$ cat config.mk
export PLATFORM = sky130hd
export DESIGN_NAME = disk_strap_config_sampler
export DESIGN_NICKNAME = d
export VERILOG_FILES = /design/src/strap_cfg_pkg.sv /design/src/strap_sync.sv /design/src/disk_strap_config_sampler.sv
export SDC_FILE = /design/constraint.sdc
export NUM_CORES = 1
export LEC_CHECK = 0
export BUFFER_PORTS_ARGS = -buffer_cell sky130_fd_sc_hd__buf_2
export CORE_UTILIZATION = 55
export CTS_CLUSTER_SIZE = 10
export DETAILED_ROUTE_END_ITERATION = 7
export PLACE_DENSITY = 0.8
export RECOVER_POWER = 25
export SLEW_MARGIN = 20
export SYNTH_ARGS = -nofsm -noshare
export SYNTH_HDL_FRONTEND = slang
export SYNTH_HIERARCHICAL = 1
export SYNTH_SLANG_ARGS = --single-unit
$ cat constraint.sdc
create_clock -name pclk -period 3.5 [get_ports pclk]
set_input_delay 0.175 -clock pclk [delete_from_list [all_inputs] [get_ports pclk]]
set_output_delay 0.175 -clock pclk [all_outputs]
set_load 0.02 [all_outputs]
$ cat src/strap_cfg_pkg.sv
`default_nettype none
package strap_cfg_pkg;

  // ==========================================================
  // Clock and timing
  // ==========================================================
  localparam int unsigned CLK_HZ = 50_000_000;
  localparam int unsigned CLK_PER_MS = CLK_HZ / 1000;
  // Initialization window length in milliseconds and in clock cycles.
  localparam int unsigned WINDOW_MS = 250;
  localparam int unsigned WINDOW_CYCLES = WINDOW_MS * CLK_PER_MS;
  // One step of staggered spindle start, in seconds and in clock cycles.
  localparam int unsigned SPIN_STEP_S = 12;
  localparam int unsigned SPIN_STEP_CYCLES = SPIN_STEP_S * CLK_HZ;

  // ==========================================================
  // Widths
  // ==========================================================
  localparam int unsigned ID_W = 4;
  localparam int unsigned OPT_W = 5;

  // Option strap positions inside the option vector.
  localparam int unsigned OPT_DELAYED = 0;
  localparam int unsigned OPT_HOST = 1;
  localparam int unsigned OPT_WPROT = 2;
  localparam int unsigned OPT_PARITY = 3;
  localparam int unsigned OPT_TERM = 4;

  // ==========================================================
  // Register map (byte addresses) and fields
  // ==========================================================
  localparam logic [11:0] ADDR_STATUS = 12'h000;
  localparam logic [11:0] ADDR_CONTROL = 12'h004;

  localparam int unsigned ST_ID_LSB = 0;
  localparam int unsigned ST_WPROT = 4;
  localparam int unsigned ST_PARITY = 5;
  localparam int unsigned ST_TERM = 6;
  localparam int unsigned ST_DELAYED = 7;
  localparam int unsigned ST_HOST = 8;
  localparam int unsigned ST_WINDOW = 9;
  localparam int unsigned ST_SPIN = 10;
  localparam int unsigned ST_VALID = 11;
  localparam int unsigned ST_STATE_LSB = 12;

  localparam int unsigned CTL_RESTART = 0;
  localparam int unsigned CTL_START_UNIT = 1;

  // ==========================================================
  // Reset values of the held configuration
  // ==========================================================
  localparam logic [ID_W-1:0] RST_ID = 4'h0;
  localparam logic [OPT_W-1:0] RST_OPT = 5'h08;

  // Spindle start sequencer states.
  typedef enum logic [3:0] {
    SP_WINDOW = 4'b0001,
    SP_DELAY = 4'b0010,
    SP_HOST_WAIT = 4'b0100,
    SP_RUN = 4'b1000
  } spin_state_t;

endpackage : strap_cfg_pkg
`default_nettype wire

$ cat src/strap_sync.sv
`default_nettype none
module strap_sync #(
  parameter int unsigned WIDTH = 1
) (
  input wire logic pclk,
  input wire logic presetn,
  input wire logic [WIDTH-1:0] async_in,
  output logic [WIDTH-1:0] sync_out
);

  logic [WIDTH-1:0] stage_one;

  // ==========================================================
  // Two-stage synchroniser
  // ==========================================================
  // The first stage feeds only the second stage.
  always_ff @(posedge pclk or negedge presetn) begin
    if (!presetn) begin
      stage_one <= '1;
      sync_out <= '1;
    end else begin
      stage_one <= async_in;
      sync_out <= stage_one;
    end
  end

endmodule : strap_sync
`default_nettype wire

$ cat src/disk_strap_config_sampler.sv
// The APB slave port and the register addresses are this design's own decisions.
`default_nettype none
// Notes on behaviour
// - Two ID headers combine by bitwise OR.
// - ID inputs read only inside 250 ms window.
// - Grounded input is one; open is zero.
// - Reference outputs grounded only during window.
// - After window ID inputs ignored, ID held.
// - ID weights 8,4,2,1 for bits three..zero.
// - No start straps: spindle starts immediately.
// - Host-start strap: wait for Start Unit.
// - Delayed strap only: wait ID times 12 s.
// - Write-protect strap refuses all medium writes.
// - Parity strap enables parity error reporting.
// - Termination strap enables on-board terminators.
module disk_strap_config_sampler
  import strap_cfg_pkg::*;
#(
  parameter int unsigned WINDOW_LEN = WINDOW_CYCLES,
  parameter int unsigned SPIN_STEP_LEN = SPIN_STEP_CYCLES
) (
  input wire logic pclk,
  input wire logic presetn,
  // APB slave.
  input wire logic psel,
  input wire logic penable,
  input wire logic pwrite,
  input wire logic [11:0] paddr,
  input wire logic [31:0] pwdata,
  output logic [31:0] prdata,
  output logic pready,
  output logic pslverr,
  // Strap pins, low when a jumper grounds them.
  input wire logic [ID_W-1:0] primary_id_header_n,
  input wire logic [ID_W-1:0] auxiliary_id_header_n,
  input wire logic delayed_start_strap_n,
  input wire logic host_start_strap_n,
  input wire logic write_protect_strap_n,
  input wire logic parity_report_strap_n,
  input wire logic bus_end_load_strap_n,
  // Open-drain ID reference pins.
  output logic [ID_W-1:0] id_ref_out,
  output logic [ID_W-1:0] id_ref_oe,
  // Command decoder and drive control.
  input wire logic drive_reset,
  input wire logic start_unit_cmd,
  output logic [ID_W-1:0] bus_id,
  output logic config_valid,
  output logic init_window,
  output logic spindle_run,
  output logic write_refuse,
  output logic parity_report_en,
  output logic term_enable
);

  localparam int unsigned WIN_W = $clog2(WINDOW_LEN + 1);
  localparam int unsigned STEP_W = $clog2(SPIN_STEP_LEN + 1);
  localparam int unsigned PIN_W = 2 * ID_W + OPT_W;
  localparam logic [WIN_W-1:0] WIN_LAST = WIN_W'(WINDOW_LEN - 1);
  localparam logic [STEP_W-1:0] STEP_LAST = STEP_W'(SPIN_STEP_LEN - 1);

  // A grounded pin reads as an asserted bit.
  function automatic logic [PIN_W-1:0] grounded(input logic [PIN_W-1:0] pins);
    grounded = ~pins;
  endfunction : grounded

  // ==========================================================
  // Pin synchronisation
  // ==========================================================
  logic [PIN_W-1:0] raw_pins;
  logic [PIN_W-1:0] sync_pins;
  logic [PIN_W-1:0] asserted;
  logic [ID_W-1:0] id_primary;
  logic [ID_W-1:0] id_auxiliary;
  logic [ID_W-1:0] id_sample;
  logic [OPT_W-1:0] opt_sample;

  assign raw_pins = {bus_end_load_strap_n, parity_report_strap_n, write_protect_strap_n,
                     host_start_strap_n, delayed_start_strap_n,
                     auxiliary_id_header_n, primary_id_header_n};

  strap_sync #(
    .WIDTH(PIN_W)
  ) u_pin_sync (
    .pclk(pclk),
    .presetn(presetn),
    .async_in(raw_pins),
    .sync_out(sync_pins)
  );

  // Decode the synchronised pins and merge the two ID headers.
  assign asserted = grounded(sync_pins);
  assign id_primary = asserted[ID_W-1:0];
  assign id_auxiliary = asserted[2*ID_W-1:ID_W];
  // Bit three weighs eight down to bit zero weighing one.
  assign id_sample = id_primary | id_auxiliary;
  assign opt_sample = asserted[PIN_W-1:2*ID_W];

  // ==========================================================
  // APB slave
  // ==========================================================
  logic apb_access;
  logic apb_write;
  logic addr_ok;
  logic soft_restart;
  logic soft_start;
  logic [31:0] status_word;
  logic [31:0] next_prdata;
  logic [OPT_W-1:0] held_opt;
  spin_state_t state;

  // Registers answer with no wait states.
  assign pready = 1'b1;
  assign apb_access = psel && penable;
  assign apb_write = apb_access && pwrite;
  assign addr_ok = (paddr == ADDR_STATUS) || (paddr == ADDR_CONTROL);
  assign pslverr = apb_access && !addr_ok;
  assign soft_restart = apb_write && (paddr == ADDR_CONTROL) && pwdata[CTL_RESTART];
  assign soft_start = apb_write && (paddr == ADDR_CONTROL) && pwdata[CTL_START_UNIT];

  // Status word assembled from the held configuration and sequencer.
  always_comb begin
    status_word = 32'h0000_0000;
    status_word[ST_ID_LSB +: ID_W] = bus_id;
    status_word[ST_WPROT] = write_refuse;
    status_word[ST_PARITY] = parity_report_en;
    status_word[ST_TERM] = term_enable;
    status_word[ST_DELAYED] = held_opt[OPT_DELAYED];
    status_word[ST_HOST] = held_opt[OPT_HOST];
    status_word[ST_WINDOW] = init_window;
    status_word[ST_SPIN] = spindle_run;
    status_word[ST_VALID] = config_valid;
    status_word[ST_STATE_LSB +: 4] = state;
  end

  // Read data is captured in the setup cycle and stands through the access.
  always_comb begin
    next_prdata = prdata;
    if (psel && !penable && !pwrite) begin
      next_prdata = (paddr == ADDR_STATUS) ? status_word : 32'h0000_0000;
    end
  end

  always_ff @(posedge pclk or negedge presetn) begin
    if (!presetn) begin
      prdata <= 32'h0000_0000;
    end else begin
      prdata <= next_prdata;
    end
  end

  // ==========================================================
  // Initialization window
  // ==========================================================
  logic restart;
  logic [WIN_W-1:0] win_count;
  logic [WIN_W-1:0] next_win_count;
  logic win_open;
  logic next_win_open;
  logic win_end;

  // A drive reset from the pin or from software reopens the window.
  assign restart = drive_reset || soft_restart;
  assign win_end = win_open && (win_count == WIN_LAST);

  // The window opens at reset release and lasts the full count.
  always_comb begin
    next_win_count = win_count;
    next_win_open = win_open;
    if (restart) begin
      next_win_count = '0;
      next_win_open = 1'b1;
    end else if (win_end) begin
      next_win_open = 1'b0;
    end else if (win_open) begin
      next_win_count = win_count + WIN_W'(1);
    end
  end

  always_ff @(posedge pclk or negedge presetn) begin
    if (!presetn) begin
      win_count <= '0;
      win_open <= 1'b1;
    end else begin
      win_count <= next_win_count;
      win_open <= next_win_open;
    end
  end

  assign init_window = win_open;
  // References are pulled to ground only while the window is open.
  assign id_ref_out = '0;
  assign id_ref_oe = {ID_W{win_open}};

  // ==========================================================
  // Configuration capture
  // ==========================================================
  logic [ID_W-1:0] held_id;
  logic [ID_W-1:0] next_held_id;
  logic [OPT_W-1:0] next_held_opt;
  logic held_valid;
  logic next_held_valid;

  // The pattern is sampled at the window's last cycle, after the outside
  // source has had the whole window to settle it.
  always_comb begin
    next_held_id = held_id;
    next_held_opt = held_opt;
    next_held_valid = held_valid;
    if (restart) begin
      next_held_valid = 1'b0;
    end else if (win_end) begin
      next_held_id = id_sample;
      next_held_opt = opt_sample;
      next_held_valid = 1'b1;
    end
  end

  always_ff @(posedge pclk or negedge presetn) begin
    if (!presetn) begin
      held_id <= RST_ID;
      held_opt <= RST_OPT;
      held_valid <= 1'b0;
    end else begin
      held_id <= next_held_id;
      held_opt <= next_held_opt;
      held_valid <= next_held_valid;
    end
  end

  assign bus_id = held_id;
  assign config_valid = held_valid;
  assign write_refuse = held_opt[OPT_WPROT];
  assign parity_report_en = held_opt[OPT_PARITY];
  assign term_enable = held_opt[OPT_TERM];

  // ==========================================================
  // Spindle start sequencer
  // ==========================================================
  spin_state_t next_state;
  logic [STEP_W-1:0] step_count;
  logic [STEP_W-1:0] next_step_count;
  logic [ID_W-1:0] steps_left;
  logic [ID_W-1:0] next_steps_left;
  logic start_req;

  assign start_req = start_unit_cmd || soft_start;

  // Chooses the start policy from the straps caught at window end.
  always_comb begin
    next_state = state;
    next_step_count = step_count;
    next_steps_left = steps_left;
    case (state)
      SP_WINDOW: begin
        if (win_end) begin
          if (opt_sample[OPT_HOST]) begin
            next_state = SP_HOST_WAIT;
          end else if (opt_sample[OPT_DELAYED] && (id_sample != '0)) begin
            next_state = SP_DELAY;
            next_step_count = '0;
            next_steps_left = id_sample;
          end else begin
            next_state = SP_RUN;
          end
        end
      end
      SP_DELAY: begin
        if (start_req) begin
          next_state = SP_RUN;
        end else if (step_count == STEP_LAST) begin
          next_step_count = '0;
          next_steps_left = steps_left - ID_W'(1);
          if (steps_left == ID_W'(1)) begin
            next_state = SP_RUN;
          end
        end else begin
          next_step_count = step_count + STEP_W'(1);
        end
      end
      SP_HOST_WAIT: begin
        if (start_req) begin
          next_state = SP_RUN;
        end
      end
      SP_RUN: begin
        next_state = SP_RUN;
      end
      default: begin
        next_state = SP_WINDOW;
      end
    endcase
    if (restart) begin
      next_state = SP_WINDOW;
      next_step_count = '0;
      next_steps_left = '0;
    end
  end

  always_ff @(posedge pclk or negedge presetn) begin
    if (!presetn) begin
      state <= SP_WINDOW;
      step_count <= '0;
      steps_left <= '0;
    end else begin
      state <= next_state;
      step_count <= next_step_count;
      steps_left <= next_steps_left;
    end
  end

  assign spindle_run = (state == SP_RUN);

endmodule : disk_strap_config_sampler
`default_nettype wire

==> impl_metrics.tcl, run 1 <==
set metrics [dict create \
    status "finished, violations left" \
    violations "capacitance limit, slew limit" \
    final_antenna_net_count 0 \
    place_ws_ps 588 \
    areaGrowthSynthToFinish_pct 20.8 \
    routabilityCongestion 0.849 \
    layout.nets 696 \
    worst_slew_pin_slew_ps 1890 \
    power_density_nw_per_um2 489 \
    cts_buffer_depth 2 \
    maxCapViolations 1 \
    yosysSeqAreaShare_pct 53.3 \
    tritoncts "built" \
    tns_ps 0 \
    grt_pass1_wl_mm 21.8 \
    synth_cells 541 \
    dr.pass1.iters 5 \
    synth_cell_types 53 \
    final-hold-violation-count 0 \
    cp-end-kind "register" \
    hp-class "in -> reg" \
    ys.flop_type "dfrtp_1" \
    die_area_um2 10300 \
    layout_common_cells "86 x dfrtp_1, 63 x buf_2, 51 x o21ai_0" \
    synth_warnings 6 \
    core_area_um2 9680 \
    worst_slack_ps 476 \
    setup_viol 0 \
    dpl.hpwl_mm 8.24 \
    wl_per_cell_um 16.7 \
    grt.total_usage_pct 27.7 \
    start_kind "register" \
    fin_cells 774 \
    clk_latency_ps 530 \
    drt-initial-drc-count 384 \
    chipHeight_um 102 \
    min_period_over_period_pct 86.4 \
    crit_type "reg -> reg" \
    syn_avg_cell_area_um2 10.1 \
    core.rowCount 36 \
    grt_overflow 0 \
    numCtsBuffers 17 \
    drive_gt1_share_pct 22.6 \
    dieWidth_um 102 \
    ctsResizeCount 0 \
    final_util_pct 68.2 \
    via_count 4547 \
    dp_cells 726 \
    grt_max_degree 81 \
    fillerInstances 712 \
    vias_per_cell 5.87 \
    antenna_found_initial 0 \
    fin_total_pwr_mw 3.23 \
    ys_ff_latch 115 \
    max_freq_ghz 0.331 \
    arrival_ps 3460 \
    period_minus_slack_ps 3020 \
    diodes 0 \
    syn_area_um2 5460 \
    hold_slack_ps 24.6 \
    layout_commonest_cell "dfrtp_1" \
    start_util_pct 56.4 \
    cts_sinks 115 \
    crit_fanout 22 \
    design_area_um2 6600 \
    post_dp_cell_area_um2 5850 \
    ios 116 \
    crit_required_ps 3940 \
    leakage_nw 2.95 \
    slew_violations 81 \
    drc 0 \
    clk_pin_slew_ps 60 \
    grt_setup_unrepaired "no" \
    routed_wl_mm 12.9 \
    vdd_drop_max_mv 0.492 \
    cts_root_buf "clkbuf_8" \
    synth-edff-count 0 \
    relSlewSlack_pct -25.7 \
    grt_pass1_vias 4469 \
    skew_ps 10.6 \
    async_reset_ff_share_pct 100 \
    htreeDepth 4 \
    port_buffers 64 \
]
[area by class of cell]
type	count	area, um2	share of cell area, %
Timing Repair Buffer	92	567	8.59
Clock inverter	13	136	2.07
Inverter	19	71.3	1.08
Sequential cell	115	2910	44.2
Multi-Input combinational cell	383	2290	34.7
Tap cell	133	166	2.52
Clock buffer	19	453	6.86
[Yosys cell counts (16+ instances only)]
library cell | number | area, um2
a22o_1 | 16 | 140
nand2_1 | 37 | 139
nor2_1 | 41 | 154
nor3_1 | 30 | 150
o21ai_0 | 51 | 255
nand3_1 | 22 | 110
inv_1 | 19 | 71.3
a21oi_1 | 17 | 85.1
dfstp_2 | 29 | 762
dfrtp_1 | 86 | 2150
buf_4 | 25 | 188
and3_1 | 17 | 106
[where the power goes]
| part | internal, mW | switching [mW] | leakage [nW] |
|---|---|---|---|
| Clock | 1.03 | 0.679 | 0.288 |
| Sequential | 1.37 | 0.0153 | 1.50 |
| Combinational | 0.0489 | 0.0946 | 1.16 |
| Total | 2.44 | 0.789 | 2.95 |
[sequential cells by signal (all words and copies together), names as in the netlist]
signal / cells
step_count: 30
win_count: 24
prdata: 16
u_pin_sync/stage_one: 13
u_pin_sync/sync_out: 13
held_opt: 5
bus_id: 4
state: 4
steps_left: 4
config_valid: 1
init_window: 1
[worst paths after layout]
kind	from	to	slack (ps)	depth (start not counted)
worst min-delay path	paddr[2]	prdata[0]$_DFFE_PN0P_	20	3
worst max register to register	state[0]$_DFFE_PN1P_	step_count[28]$_DFFE_PN0P_	480	7
worst min register to register	u_pin_sync/stage_one[1]$_DFF_PN1_	u_pin_sync/sync_out[1]$_DFF_PN1_	350	0
max in group asynchronous	presetn	step_count[14]$_DFFE_PN0P_	1590	3
min in group asynchronous	presetn	win_count[20]$_DFFE_PN0P_	720	2
worst max-delay path	state[0]$_DFFE_PN1P_	step_count[28]$_DFFE_PN0P_	480	7
[routing by layer]
layer  track usage (%)  vias to the layer above  wire length [um]
met5                 0                        -                 0
met4              10.8                        0               184
met3              7.80                       21               615
met2              45.2                      165              6640
met1              35.2                     2265              5490
li1                  -                     2096                 -
[worst max-delay path: stages (launching register included)]
cell	delay, ps
dfstp_2	610
or4b_4	510
a2111o_1	470
nor3_4	280
nor3_2	190
buf_4	280
or4b_1	490
o21ai_0	100
[cells by family after synthesis]
family | after synthesis | synth area share [%]
AO/OA/AOI/OAI | 114 | 13.4
XOR/XNOR | 20 | 3.21
adder cells (fa/ha/maj) | 4 | 0.916
buffers and inverters | 62 | 6.18
flip-flops | 115 | 53.3
multiplexers | 5 | 1.01
other | 2 | 0.137
AND/OR/NAND/NOR | 219 | 21.8
[what timing repair did]
item,CTS,global route
hold endpoints to repair,72,0
endpoints found under the setup margin,0,0
setup buffers,0,0
hold buffers,16,0
Note: power is estimated with default switching activity, not from simulation.
==> inputs of run 2 (changes only) <==
==> constraint.sdc (replaced) <==
create_clock -name pclk -period 3.35 [get_ports pclk]
set_input_delay 0.1675 -clock pclk [delete_from_list [all_inputs] [get_ports pclk]]
set_output_delay 0.1675 -clock pclk [all_outputs]
set_load 0.02 [all_outputs]
==> run 2 against run 1 <==
  * The run now ends clean
  * Sequential power rose by 4%
  * Die area did not move
  * Combinational power rose by 7%
  * Clock power barely moved
==> impl_metrics.tcl, run 2 (same netlist as run 1, synthesis figures left out) <==
set metrics [dict create \
    drc 0 \
    drt-initial-drc-count 226 \
    critical-path-slowest-cell "dfstp_2" \
    final_antenna_net_count 0 \
    crit_required_ps 3790 \
    worst_slew_pin_slew_ps 1400 \
    period_minus_slack_ps 2980 \
    cts_buffer_depth 2 \
    final_util_pct 68.3 \
    maxCapViolations 0 \
    grt_pass1_vias 4489 \
    routabilityCongestion 0.852 \
    htreeDepth 4 \
    layout_common_cells "86 x dfrtp_1, 63 x buf_2, 51 x o21ai_0" \
    core_area_um2 9680 \
    arrival_ps 3430 \
    skew_ps 8.97 \
    hold_slack_ps 34.5 \
    start_kind "register" \
    dieWidth_um 102 \
    dr.pass1.iters 6 \
    leakage_nw 2.96 \
    layout_commonest_cell "dfrtp_1" \
    worst_slack_ps 368 \
    crit_family "compound AO/OA/AOI/OAI gates" \
    place_ws_ps 400 \
    antenna_found_initial 0 \
    numCtsBuffers 17 \
    relSlewSlack_pct 6.55 \
    die_area_um2 10300 \
    path_cells "or4b_4 -> a2111o_1 -> nor3_4 -> o211ai_2 -> buf_4 -> nand2b_1 -> o21ai_0" \
    crit_fanout 24 \
    routed_wl_mm 12.6 \
    ios 116 \
    top_regs "step_count: 30 flops, win_count: 24 flops, prdata: 16 flops" \
    cts_root_buf "clkbuf_8" \
    crit_type "reg -> reg" \
    start_util_pct 56.4 \
    grt_overflow 0 \
    layout.nets 698 \
    wl_per_cell_um 16.3 \
    vias_per_cell 5.85 \
    drive_gt1_share_pct 22.7 \
    power_density_nw_per_um2 499 \
    dpl.hpwl_mm 8.37 \
    areaGrowthSynthToFinish_pct 21.1 \
    largest_register_ffs 30 \
    chipHeight_um 102 \
    clk_latency_ps 520 \
    max_freq_ghz 0.335 \
    diodes 0 \
    grt_max_degree 56 \
    slew_violations 0 \
    grt_pass1_wl_mm 21.0 \
    vdd_drop_max_mv 0.504 \
    fin_cells 776 \
    port_buffers 64 \
    path_buf_inv 1 \
    dp_cells 728 \
    tns_ps 0 \
    cts_sinks 115 \
    clk_pin_slew_ps 60 \
    tritoncts "built" \
    cp-end-kind "register" \
    setup_viol 0 \
    regMostFlops "step_count" \
    post_cts_buffers 0 \
    min_period_over_period_pct 89.0 \
    via_count 4536 \
    hp-class "in -> reg" \
    grt_setup_unrepaired "no" \
    status "completed" \
    final-hold-violation-count 0 \
    grt.total_usage_pct 26.6 \
    crit_path_max_incr_delay_ps 600 \
    core.rowCount 36 \
]
run 2: cell type report:
cell class,count,area (um2)
Multi-Input combinational cell,383,2290
Timing Repair Buffer,94,598
Fill cell,713,3070
Sequential cell,115,2910
Clock inverter,9,67.6
Tap cell,133,166
Inverter,19,71.3
Clock buffer,23,510
run 2: worst paths after layout:
| path | slack, ps | startpoint | cells after the start | end |
|---|---|---|---|---|
| worst max-delay path | 370 | state[0]$_DFFE_PN1P_ | 7 | step_count[3]$_DFFE_PN0P_ |
| worst min-delay path | 30 | paddr[2] | 3 | prdata[0]$_DFFE_PN0P_ |
| worst max register to register | 370 | state[0]$_DFFE_PN1P_ | 7 | step_count[3]$_DFFE_PN0P_ |
| worst min register to register | 350 | u_pin_sync/stage_one[9]$_DFF_PN1_ | 0 | u_pin_sync/sync_out[9]$_DFF_PN1_ |
| max in group asynchronous | 1900 | presetn | 3 | u_pin_sync/stage_one[7]$_DFF_PN1_ |
| min in group asynchronous | 520 | presetn | 2 | win_count[2]$_DFFE_PN0P_ |
run 2: routing by layer:
layer	vias up	track usage, %	share of wire (%)
li1	2097	-	-
met4	0	9.48	2.0
met2	180	45.0	51
met1	2228	32.6	42
met5	-	0	0
met3	31	7.73	5.5
run 2: timing repair:
action | CTS | global route
hold buffers | 16 | 0
setup endpoints to repair | 0 | 0
endpoints found under the hold margin | 57 | 0
gates resized for setup | 0 | 0
run 2: worst reg2reg max path: stages, from the launching register on:
cell and delay [ps]:
dfstp_2 600, or4b_4 510, a2111o_1 480, nor3_4 270, o211ai_2 430, buf_4 340
nand2b_1 130, o21ai_0 150
run 2: report_power, final:
part | internal (mW) | switching, mW | leakage (nW)
combinational | 0.0530 | 0.0998 | 1.18
clock | 1.06 | 0.643 | 0.276
sequential | 1.43 | 0.0151 | 1.50
run 2: metrics by stage:
step | instance area, um2 | power, mW
2_1_floorplan | 5540 | 1.55
3_3_place_gp | 5860 | 1.59
3_5_place_dp | 5880 | 1.60
4_1_cts | 6620 | 3.32
5_1_grt | 6620 | 3.42
6_report | 6620 | 3.30
